<file path="src/include/asc_consts.vh">
`ifndef ASC_CONSTS_VH
`define ASC_CONSTS_VH

// register byte offsets
`define ASC_OFF_CTRL_ONE 8'h00
`define ASC_OFF_CTRL_TWO 8'h04
`define ASC_OFF_COMMON 8'h08
`define ASC_OFF_SMP_HI 8'h0C
`define ASC_OFF_SMP_LO 8'h10
`define ASC_OFF_REG_LEN 8'h14
`define ASC_OFF_REG_SLOT_LO 8'h18
`define ASC_OFF_REG_SLOT_HI 8'h1C
`define ASC_OFF_INJ_SEQ 8'h20
`define ASC_OFF_STATUS 8'h24
`define ASC_OFF_REG_RES 8'h40
`define ASC_OFF_INJ_RES 8'h80

// control one fields
`define ASC_BIT_RES 24
`define ASC_BIT_DISC_CNT 13
`define ASC_BIT_INJ_DISC 12
`define ASC_BIT_REG_DISC 11
`define ASC_BIT_AUTO_INJ 10
`define ASC_BIT_SCAN 8
`define ASC_BIT_INJ_DONE_IE 7
`define ASC_BIT_DONE_IE 5
// control two fields
`define ASC_BIT_END_SEL 10
`define ASC_BIT_ALIGN 11
`define ASC_BIT_REPEAT 1
`define ASC_BIT_POWER 0
// common field
`define ASC_BIT_PRESCALE 16
// injected sequence field
`define ASC_BIT_INJ_LEN 20
// status fields
`define ASC_BIT_DONE_FLAG 0
`define ASC_BIT_INJ_FLAG 1
`define ASC_BIT_ACTIVE 2

// reset values
`define ASC_RST_CTRL_ONE 32'h0000_0000
`define ASC_RST_CTRL_TWO 32'h0000_0001
`define ASC_RST_ZERO 32'h0000_0000

// conversion length in converter clock cycles per resolution
`define ASC_CONV_LEN_12 10'h00F
`define ASC_CONV_LEN_10 10'h00D
`define ASC_CONV_LEN_8 10'h00B
`define ASC_CONV_LEN_6 10'h009

// sample times in converter clock cycles
`define ASC_SMP_0 10'h003
`define ASC_SMP_1 10'h00F
`define ASC_SMP_2 10'h01C
`define ASC_SMP_3 10'h038
`define ASC_SMP_4 10'h054
`define ASC_SMP_5 10'h070
`define ASC_SMP_6 10'h090
`define ASC_SMP_7 10'h1E0

`endif

</file>
<file path="src/hdl/asc_conv_timer.v">
`timescale 1ns/100ps
`include "asc_consts.vh"

module asc_conv_timer (
    // clock and reset
    input wire clk,
    input wire reset_n,
    // configuration
    input wire [1:0] prescaleSel,
    // request
    input wire start,
    input wire [9:0] cycles,
    // status
    output reg busy_q,
    output reg done_q
);

    reg [3:0] divCnt_q;
    reg [9:0] cnt_q;
    reg [3:0] divMax;
    wire tick;

    // divide by 2, 4, 8 or 16
    always @* begin
        case (prescaleSel)
            2'h0: divMax = 4'h1;
            2'h1: divMax = 4'h3;
            2'h2: divMax = 4'h7;
            default: divMax = 4'hF;
        endcase
    end

    assign tick = (divCnt_q == divMax);

    // divider restarts with each conversion so its length is exact
    always @(posedge clk) begin
        if (!reset_n) begin
            divCnt_q <= 4'h0;
            cnt_q <= 10'h000;
            busy_q <= 1'b0;
            done_q <= 1'b0;
        end else begin
            done_q <= 1'b0;
            if (start) begin
                divCnt_q <= 4'h0;
                cnt_q <= cycles;
                busy_q <= 1'b1;
            end else begin
                divCnt_q <= tick ? 4'h0 : divCnt_q + 4'h1;
                if (busy_q && tick) begin
                    cnt_q <= cnt_q - 10'h001;
                    if (cnt_q == 10'h001) begin
                        busy_q <= 1'b0;
                        done_q <= 1'b1;
                    end
                end
            end
        end
    end

endmodule

</file>
<file path="src/hdl/asc_sequencer.v">
`timescale 1ns/100ps
`include "asc_consts.vh"

// Overview of operation
// - converter clock is the peripheral clock divided by 2, 4, 8 or 16.
// - resolution 12/10/8/6 bits takes 15/13/11/9 converter cycles.
// - a separate 16-bit result is kept for each of 16 regular slots.
// - all four injected holding results are presented together.
// - result outputs carry only as many entries as the sequence length.
// - regular discontinuous mode converts count field plus one per trigger, capped by the rest of the sequence.
// - injected discontinuous enable selects injected discontinuous operation.
// - regular discontinuous enable selects regular discontinuous operation.
// - auto-injection starts the injected group after the regular group ends.
// - scan mode runs successive conversions through the sequence per trigger.
// - with scan and both discontinuous bits clear, one channel per trigger.
// - end flag select picks per-group or per-regular-conversion done flag; injected always per group.
// - each input has a 3-bit sample time; internal channel fields unused.
// - up to 16 regular and 4 injected slots, each selecting an input.
// - two dedicated trigger inputs start regular and injected groups.
// - activity output is high while a conversion runs.
// - done pulse output for either group, separate injected end pulse output.
// - lengths are field plus one; injected slots end at the fourth.
// - after the last element the sequence wraps and awaits a trigger.
// - slot field low four bits select analog input 0 to 15.
// - done flag on either group, injected flag on injected; pulses gated.
module asc_sequencer (
    // clock and reset
    input wire clk,
    input wire reset_n,
    // apb slave
    input wire psel,
    input wire penable,
    input wire pwrite,
    input wire [7:0] paddr,
    input wire [31:0] pwdata,
    output reg [31:0] prdata,
    output reg pready,
    output reg pslverr,
    // triggers and samples
    input wire regularTrigger,
    input wire injectedTrigger,
    input wire [191:0] analogInput,
    // results
    output reg [255:0] regularResult,
    output reg [63:0] injectedResult,
    // events
    output reg donePulseOut,
    output reg injectedDonePulseOut,
    output reg converterActive
);

    localparam ST_IDLE = 1'b0;
    localparam ST_CONV = 1'b1;

    reg [31:0] ctrlOne_q;
    reg [31:0] ctrlTwo_q;
    reg [31:0] common_q;
    reg [31:0] smpHi_q;
    reg [31:0] smpLo_q;
    reg [3:0] regLen_q;
    reg [31:0] regSlotLo_q;
    reg [31:0] regSlotHi_q;
    reg [31:0] injSeq_q;
    reg state_q;
    reg curInj_q;
    reg [3:0] curCh_q;
    reg [3:0] regIdx_q;
    reg [1:0] injIdx_q;
    reg [4:0] regLeft_q;
    reg [2:0] injLeft_q;
    reg autoStart_q;
    reg doneFlag_q;
    reg injFlag_q;
    reg [31:0] rdMux;
    reg rdHit;
    reg [9:0] smpCycles;
    reg [9:0] convLen;

    wire [1:0] resSel = ctrlOne_q[`ASC_BIT_RES +: 2];
    wire [2:0] discCnt = ctrlOne_q[`ASC_BIT_DISC_CNT +: 3];
    wire injDisc = ctrlOne_q[`ASC_BIT_INJ_DISC];
    wire regDisc = ctrlOne_q[`ASC_BIT_REG_DISC];
    wire autoInj = ctrlOne_q[`ASC_BIT_AUTO_INJ];
    wire scanEn = ctrlOne_q[`ASC_BIT_SCAN];
    wire injDoneIe = ctrlOne_q[`ASC_BIT_INJ_DONE_IE];
    wire doneIe = ctrlOne_q[`ASC_BIT_DONE_IE];
    wire endSel = ctrlTwo_q[`ASC_BIT_END_SEL];
    wire [1:0] prescaleSel = common_q[`ASC_BIT_PRESCALE +: 2];
    wire [1:0] injLen = injSeq_q[`ASC_BIT_INJ_LEN +: 2];
    wire [63:0] regSlots = {regSlotHi_q, regSlotLo_q};
    wire [47:0] smpAll = {smpHi_q[17:0], smpLo_q[29:0]};

    // no scan and no discontinuous bit means single mode
    wire singleMode = !scanEn && !regDisc && !injDisc;

    wire apbSetup = psel && !penable;
    wire apbWrite = psel && penable && pready && pwrite;

    wire timerBusy;
    wire timerDone;

    wire [4:0] regRemain = {1'b0, regLen_q} - {1'b0, regIdx_q} + 5'h01;
    wire [2:0] injRemain = {1'b0, injLen} - {1'b0, injIdx_q} + 3'h1;
    wire [4:0] discontinuous_count = {2'b00, discCnt} + 5'h01;

    // count plus one when enabled, capped by the rest
    // scan runs to the end of the sequence
    wire [4:0] regBurst = regDisc ? ((discontinuous_count < regRemain) ? discontinuous_count : regRemain) :
        (scanEn ? regRemain : 5'h01);
    // injected discontinuous converts one element per trigger
    wire [2:0] injBurst = (injDisc || !scanEn) ? 3'h1 : injRemain;

    // injected elements end at the fourth slot
    wire [1:0] injSlot = 2'h3 - injLen + injIdx_q;
    // slot field selects input 0 to 15
    wire [3:0] injCh = injSeq_q[4 * injSlot +: 4];
    wire [3:0] regCh = regSlots[4 * regIdx_q +: 4];
    // injected work pre-empts the regular burst between conversions
    wire startInj = (state_q == ST_IDLE) && !timerBusy && (injLeft_q != 3'h0);
    wire startReg = (state_q == ST_IDLE) && !timerBusy && (injLeft_q == 3'h0) &&
        (regLeft_q != 5'h00);
    wire startConv = startInj || startReg;
    wire [3:0] nextCh = startInj ? injCh : regCh;

    wire regEnd = timerDone && !curInj_q && (regIdx_q == regLen_q);
    wire injEnd = timerDone && curInj_q && (injIdx_q == injLen);
    // per regular conversion when selected or in single mode; injected sets it only at the group end
    wire setDone = (timerDone && !curInj_q && (endSel || singleMode)) || regEnd || injEnd;
    wire setInj = injEnd;

    // resolution drives the right shift and the length
    wire [11:0] rawSample = analogInput[12 * curCh_q +: 12];
    wire [15:0] convResult = {4'h0, rawSample >> {resSel, 1'b0}};

    always @* begin
        case (smpAll[3 * nextCh +: 3])
            3'h0: smpCycles = `ASC_SMP_0;
            3'h1: smpCycles = `ASC_SMP_1;
            3'h2: smpCycles = `ASC_SMP_2;
            3'h3: smpCycles = `ASC_SMP_3;
            3'h4: smpCycles = `ASC_SMP_4;
            3'h5: smpCycles = `ASC_SMP_5;
            3'h6: smpCycles = `ASC_SMP_6;
            default: smpCycles = `ASC_SMP_7;
        endcase
    end

    always @* begin
        case (resSel)
            2'h0: convLen = `ASC_CONV_LEN_12;
            2'h1: convLen = `ASC_CONV_LEN_10;
            2'h2: convLen = `ASC_CONV_LEN_8;
            default: convLen = `ASC_CONV_LEN_6;
        endcase
    end

    asc_conv_timer timer (
        .clk(clk),
        .reset_n(reset_n),
        .prescaleSel(prescaleSel),
        .start(startConv),
        .cycles(smpCycles + convLen),
        .busy_q(timerBusy),
        .done_q(timerDone)
    );

    // register reads
    always @* begin
        rdMux = 32'h0000_0000;
        rdHit = 1'b1;
        if (paddr == `ASC_OFF_CTRL_ONE) begin
            rdMux = ctrlOne_q;
        end else if (paddr == `ASC_OFF_CTRL_TWO) begin
            rdMux = ctrlTwo_q;
        end else if (paddr == `ASC_OFF_COMMON) begin
            rdMux = common_q;
        end else if (paddr == `ASC_OFF_SMP_HI) begin
            rdMux = smpHi_q;
        end else if (paddr == `ASC_OFF_SMP_LO) begin
            rdMux = smpLo_q;
        end else if (paddr == `ASC_OFF_REG_LEN) begin
            rdMux = {28'h000_0000, regLen_q};
        end else if (paddr == `ASC_OFF_REG_SLOT_LO) begin
            rdMux = regSlotLo_q;
        end else if (paddr == `ASC_OFF_REG_SLOT_HI) begin
            rdMux = regSlotHi_q;
        end else if (paddr == `ASC_OFF_INJ_SEQ) begin
            rdMux = injSeq_q;
        end else if (paddr == `ASC_OFF_STATUS) begin
            rdMux = {22'h00_0000, injIdx_q, regIdx_q, 1'b0, state_q, injFlag_q, doneFlag_q};
        end else if (paddr[7:6] == 2'h1 && paddr[1:0] == 2'h0) begin
            rdMux = {16'h0000, regularResult[16 * paddr[5:2] +: 16]};
        end else if (paddr[7:4] == 4'h8 && paddr[1:0] == 2'h0) begin
            rdMux = {16'h0000, injectedResult[16 * paddr[3:2] +: 16]};
        end else begin
            rdHit = 1'b0;
        end
    end

    // apb slave: answer in the first access cycle
    always @(posedge clk) begin
        if (!reset_n) begin
            pready <= 1'b0;
            prdata <= 32'h0000_0000;
            pslverr <= 1'b0;
        end else begin
            pready <= apbSetup;
            if (apbSetup) begin
                prdata <= pwrite ? 32'h0000_0000 : rdMux;
                pslverr <= !rdHit;
            end else begin
                pslverr <= 1'b0;
            end
        end
    end

    // configuration writes
    always @(posedge clk) begin
        if (!reset_n) begin
            ctrlOne_q <= `ASC_RST_CTRL_ONE;
            ctrlTwo_q <= `ASC_RST_CTRL_TWO;
            common_q <= `ASC_RST_ZERO;
            smpHi_q <= `ASC_RST_ZERO;
            smpLo_q <= `ASC_RST_ZERO;
            regLen_q <= 4'h0;
            regSlotLo_q <= `ASC_RST_ZERO;
            regSlotHi_q <= `ASC_RST_ZERO;
            injSeq_q <= `ASC_RST_ZERO;
        end else if (apbWrite) begin
            // alignment and repeat/power bits are stored, not acted on
            if (paddr == `ASC_OFF_CTRL_ONE) begin
                ctrlOne_q <= pwdata;
            end else if (paddr == `ASC_OFF_CTRL_TWO) begin
                ctrlTwo_q <= pwdata;
            end else if (paddr == `ASC_OFF_COMMON) begin
                common_q <= pwdata;
            end else if (paddr == `ASC_OFF_SMP_HI) begin
                smpHi_q <= pwdata;
            end else if (paddr == `ASC_OFF_SMP_LO) begin
                smpLo_q <= pwdata;
            end else if (paddr == `ASC_OFF_REG_LEN) begin
                regLen_q <= pwdata[3:0];
            end else if (paddr == `ASC_OFF_REG_SLOT_LO) begin
                regSlotLo_q <= pwdata;
            end else if (paddr == `ASC_OFF_REG_SLOT_HI) begin
                regSlotHi_q <= pwdata;
            end else if (paddr == `ASC_OFF_INJ_SEQ) begin
                injSeq_q <= pwdata;
            end
        end
    end

    // sequencer
    always @(posedge clk) begin
        if (!reset_n) begin
            state_q <= ST_IDLE;
            curInj_q <= 1'b0;
            curCh_q <= 4'h0;
            regIdx_q <= 4'h0;
            injIdx_q <= 2'h0;
            regLeft_q <= 5'h00;
            injLeft_q <= 3'h0;
            autoStart_q <= 1'b0;
        end else begin
            // auto start once the regular group ends
            autoStart_q <= regEnd && autoInj;
            case (state_q)
                ST_IDLE: begin
                    // triggers taken directly; ignored while a burst is pending
                    if (regularTrigger && regLeft_q == 5'h00) begin
                        regLeft_q <= regBurst;
                    end
                    if ((injectedTrigger || autoStart_q) && injLeft_q == 3'h0) begin
                        injLeft_q <= injBurst;
                    end
                    if (startConv) begin
                        state_q <= ST_CONV;
                        curInj_q <= startInj;
                        curCh_q <= nextCh;
                    end
                end
                default: begin
                    if (regularTrigger && regLeft_q == 5'h00 && !timerDone) begin
                        regLeft_q <= regBurst;
                    end
                    if ((injectedTrigger || autoStart_q) && injLeft_q == 3'h0 &&
                        !timerDone) begin
                        injLeft_q <= injBurst;
                    end
                    if (timerDone) begin
                        state_q <= ST_IDLE;
                        // wrap to first element and wait for a trigger
                        if (curInj_q) begin
                            injIdx_q <= injEnd ? 2'h0 : injIdx_q + 2'h1;
                            injLeft_q <= injEnd ? 3'h0 : injLeft_q - 3'h1;
                        end else begin
                            regIdx_q <= regEnd ? 4'h0 : regIdx_q + 4'h1;
                            regLeft_q <= regEnd ? 5'h00 : regLeft_q - 5'h01;
                        end
                    end
                end
            endcase
        end
    end

    // flags, pulses and activity
    always @(posedge clk) begin
        if (!reset_n) begin
            doneFlag_q <= 1'b0;
            injFlag_q <= 1'b0;
            donePulseOut <= 1'b0;
            injectedDonePulseOut <= 1'b0;
            converterActive <= 1'b0;
        end else begin
            // set wins over a write-one clear in the same cycle
            if (setDone) begin
                doneFlag_q <= 1'b1;
            end else if (apbWrite && paddr == `ASC_OFF_STATUS &&
                pwdata[`ASC_BIT_DONE_FLAG]) begin
                doneFlag_q <= 1'b0;
            end
            if (setInj) begin
                injFlag_q <= 1'b1;
            end else if (apbWrite && paddr == `ASC_OFF_STATUS &&
                pwdata[`ASC_BIT_INJ_FLAG]) begin
                injFlag_q <= 1'b0;
            end
            // each pulse gated by its enable
            donePulseOut <= setDone && doneIe;
            injectedDonePulseOut <= setInj && injDoneIe;
            converterActive <= startConv || (state_q == ST_CONV && !timerDone);
        end
    end

    genvar k;
    generate
        for (k = 0; k < 16; k = k + 1) begin : regSlot
            always @(posedge clk) begin
                if (!reset_n) begin
                    regularResult[16 * k +: 16] <= 16'h0000;
                // entries beyond the length read as zero
                end else if (k > regLen_q) begin
                    regularResult[16 * k +: 16] <= 16'h0000;
                end else if (timerDone && !curInj_q && regIdx_q == k) begin
                    regularResult[16 * k +: 16] <= convResult;
                end
            end
        end
        // all four injected holdings presented together
        for (k = 0; k < 4; k = k + 1) begin : injSlotRes
            always @(posedge clk) begin
                if (!reset_n) begin
                    injectedResult[16 * k +: 16] <= 16'h0000;
                // entries beyond the injected length read as zero
                end else if (k > injLen) begin
                    injectedResult[16 * k +: 16] <= 16'h0000;
                end else if (timerDone && curInj_q && injIdx_q == k) begin
                    injectedResult[16 * k +: 16] <= convResult;
                end
            end
        end
    endgenerate

endmodule

</file>
<file path="config.mk">
export PLATFORM = sky130hd
export DESIGN_NAME = asc_sequencer
export DESIGN_NICKNAME = d
export VERILOG_FILES = /design/src/hdl/asc_conv_timer.v /design/src/hdl/asc_sequencer.v
export VERILOG_INCLUDE_DIRS = /design/src /design/src/include
export SDC_FILE = /design/constraint.sdc
export NUM_CORES = 2
export LEC_CHECK = 0
export ABC_AREA = 1
export BUFFER_PORTS_ARGS = -buffer_cell sky130_fd_sc_hd__buf_2
export CAP_MARGIN = 10
export CORE_UTILIZATION = 35
export CTS_BUF_LIST = sky130_fd_sc_hd__clkbuf_8
export CTS_CLUSTER_SIZE = 25
export DETAILED_ROUTE_END_ITERATION = 12
export GPL_ROUTABILITY_DRIVEN = 0
export PLACE_DENSITY = 0.56
export SLEW_MARGIN = 25
export SYNTH_ARGS = -nofsm -noshare
export SYNTH_HDL_FRONTEND = slang
export SYNTH_SLANG_ARGS = --single-unit
</file>
<file path="constraint.sdc">
create_clock -name clk -period 5 [get_ports clk]
set_input_delay 0.5 -clock clk [delete_from_list [all_inputs] [get_ports clk]]
set_output_delay 0.5 -clock clk [all_outputs]
set_load 0.005 [all_outputs]
</file>
==> metrics.txt <==
status=finished, final reports clean; synth unique cells=61; syn_area_per_cell=roughly 7 µm²; Die W=292.4 µm; FF+latch count, synth=approximately 580; R2R depth=22; largest net degree at the start of global routing=between 80 and 90; gate count after technology mapping=4,220; remaining global-route overflow=0; Clock Path Buffers=3; Detail Placement HPWL=95,820 µm; DR pass1 iterations=7; global-route wire length before repair=185,300 µm; Worst-Skew Late Latency=760 ps; # hold bufs at CTS=0; register area share after synthesis=39.07%; Worst slew margin=26.14%; fin crit period=4360 ps; Top Ports=about 600; # clock sinks=576; initial core utilization=about a third; max-cap check violation count=0; Post-synth EDFFs=0; final-report hold violation count=0; PortBufs=~520; IR Drop Worst-Case VDD=between 0.15 and 0.2 mV; Util after Layout=41.57%; GRT Total Usage=between 20% and 30%; Worst Path Max Fanout=25; RSZ-0062 raised after global routing=no; share of post-route cells with drive strength above 1=16.70%; initial antenna violation count=3; Die Height=292.4 µm; Synth Flop Type=dfxtp_1; Slew Viols, Final=0; Worst Path Arrival=4960 ps; type of the worst min-delay path=primary input to register; via count=31,220; WL/cell=between 20 and 25 µm; Synth Warn #=0; Fin Setup TNS=0 ps; post-route ant nets=0; Worst Tran Pin Value=1105 ps; DRC Markers=0; postcts setup bufs=0; Area growth syn-to-layout=17.68%; hold depth=3; vias in the first global route=28,330; area of the core=around 84,000 µm²; clk_skew=51.98 ps; CTS Root Cell=clkbuf_8; most frequent cells in the layout=707 x inv_1, 623 x o21ai_0, 605 x a21oi_1, 573 x dfxtp_1, 514 x buf_2; crit start category=register; crit end category=register; final setup vio count=0; met3 wire length=10,620 µm; routed length on met1=50,580 µm; Leak=15.53 nW; wire length on met2=58,450 µm; most common cell after layout, fill and taps aside=inv_1; CTS resizes=0; die area=85,500 µm²; Power Density=317.8 nW/µm²; Achievable Freq=229.4 MHz; CTS buffer count=103; FF/Latch Area=11,540 µm²; fin crit share=87.20%; row count=between 100 and 150; synthesized area=around 30,000 µm²; Total Routed Length=between 100,000 and 150,000 µm; H-tree levels=3; share of flip-flops with an asynchronous set or reset=0%; Multi-input gate area=14,030 µm²; routed vias/inst=5.383; Crit Path Class=register to register; clock-pin slew of the registers on the worst-case setup and hold paths=60 ps; highest metal used=met5; CTS tree=yes; filler cell count=8,898; nets=just under 5,000; drt initial violations=3,132; WP data required=around 5600 ps
synthesized netlist by cell type, drive strengths merged, types with 37 or more instances:
cell type,n,share of area (%)
a211oi,39,0.99
a21oi,608,10
buf,140,3.1
clkbuf,204,2.6
dfxtp,576,39
inv,687,8.7
mux2i,48,1.6
nand2,430,5.6
nand3,151,2.7
nor2,274,3.7
nor3,37,0.67
o211ai,85,2.2
o21ai,663,11
o22ai,74,1.6
layer usage:
| layer | global-route usage, % | vias to the layer above |
|---|---|---|
| met4 | 18.07 | 4 |
| li1 | - | 14830 |
| met1 | 35.00 | 14470 |
| met2 | 46.25 | 1556 |
| met3 | 5.319 | 360 |
| met5 | 0 | - |
final timing paths:
kind	startpoint	endpoint	slack, ps
worst max-delay path	injSeq_q[20]	timer.cnt_q[5]	640
worst min register to register	common_q[4]	common_q[4]	450
worst min-delay path	pwdata[31]	smpHi_q[31]	90
worst max register to register	injSeq_q[20]	timer.cnt_q[5]	640
stage by stage:
step	instance area [µm²]	hold WS [ps]	total power, mW	worst slack, ps	std cells
6_report	34730	91.87	11.04	640.2	5799
3_5_place_dp	32650	441.1	6.616	728.7	5614
5_1_grt	34730	80.17	11.51	161.6	5799
3_3_place_gp	32640	435.8	6.611	910.9	5614
4_1_cts	34730	53.94	11.07	724.0	5798
2_1_floorplan	29810	420.5	6.083	1711	4299
flip-flops by register name, summed over array words and instances, names as in the netlist, 5 cells and up:
| signal | flops |
|---|---|
| regularResult | 192 |
| injectedResult | 48 |
| common_q | 32 |
| ctrlOne_q | 32 |
| ctrlTwo_q | 32 |
| injSeq_q | 32 |
| prdata | 32 |
| regSlotHi_q | 32 |
| regSlotLo_q | 32 |
| smpHi_q | 32 |
| smpLo_q | 32 |
| timer.cnt_q | 10 |
| regLeft_q | 5 |
critical path, stage by stage, from the launching register on:
cell and delay, ps:
dfxtp_1 350, inv_1 100, ha_1 490, inv_2 100
or2_0 210, o211ai_1 110, nand3_2 470, nand2_4 460
nand2_1 120, nand3_1 90, nand3_1 70, nand3_1 110
nand2_2 150, nor2_1 210, nand2_1 70, a21boi_0 180
ha_1 300, a21oi_1 250, nand2_1 110, nor2_1 100
nor2_1 50, nand2_1 80, a21oi_1 50
cell type report:
class | count | share of cell area [%]
clock buffers | 132 | 5.230
well taps | 1080 | 3.890
flip-flops and latches | 576 | 33.22
inverters | 698 | 7.550
multi-input cells | 2681 | 40.38
clock inverters | 52 | 0.7565
diodes | 1 | 0.007204
repair buffers | 579 | 8.966
logic make-up after synthesis:
kind of cell | Yosys count | synth area share [%]
xor+xnor | 18 | 0.5341
mux | 48 | 1.628
fa+ha+maj | 32 | 1.382
other cells | 1 | 0.01270
compound gates | 1592 | 29.75
buf+inv | 1042 | 14.60
flops | 576 | 39.07
simple gates | 911 | 13.02
report_power, final:
part,internal (mW),total (mW),switching [mW]
Sequential,4.66,4.77,0.104
Combinational,0.559,1.78,1.22
Clock,2.37,4.49,2.12
Total,7.59,11.0,3.45
(Power assumes the default switching activity.)
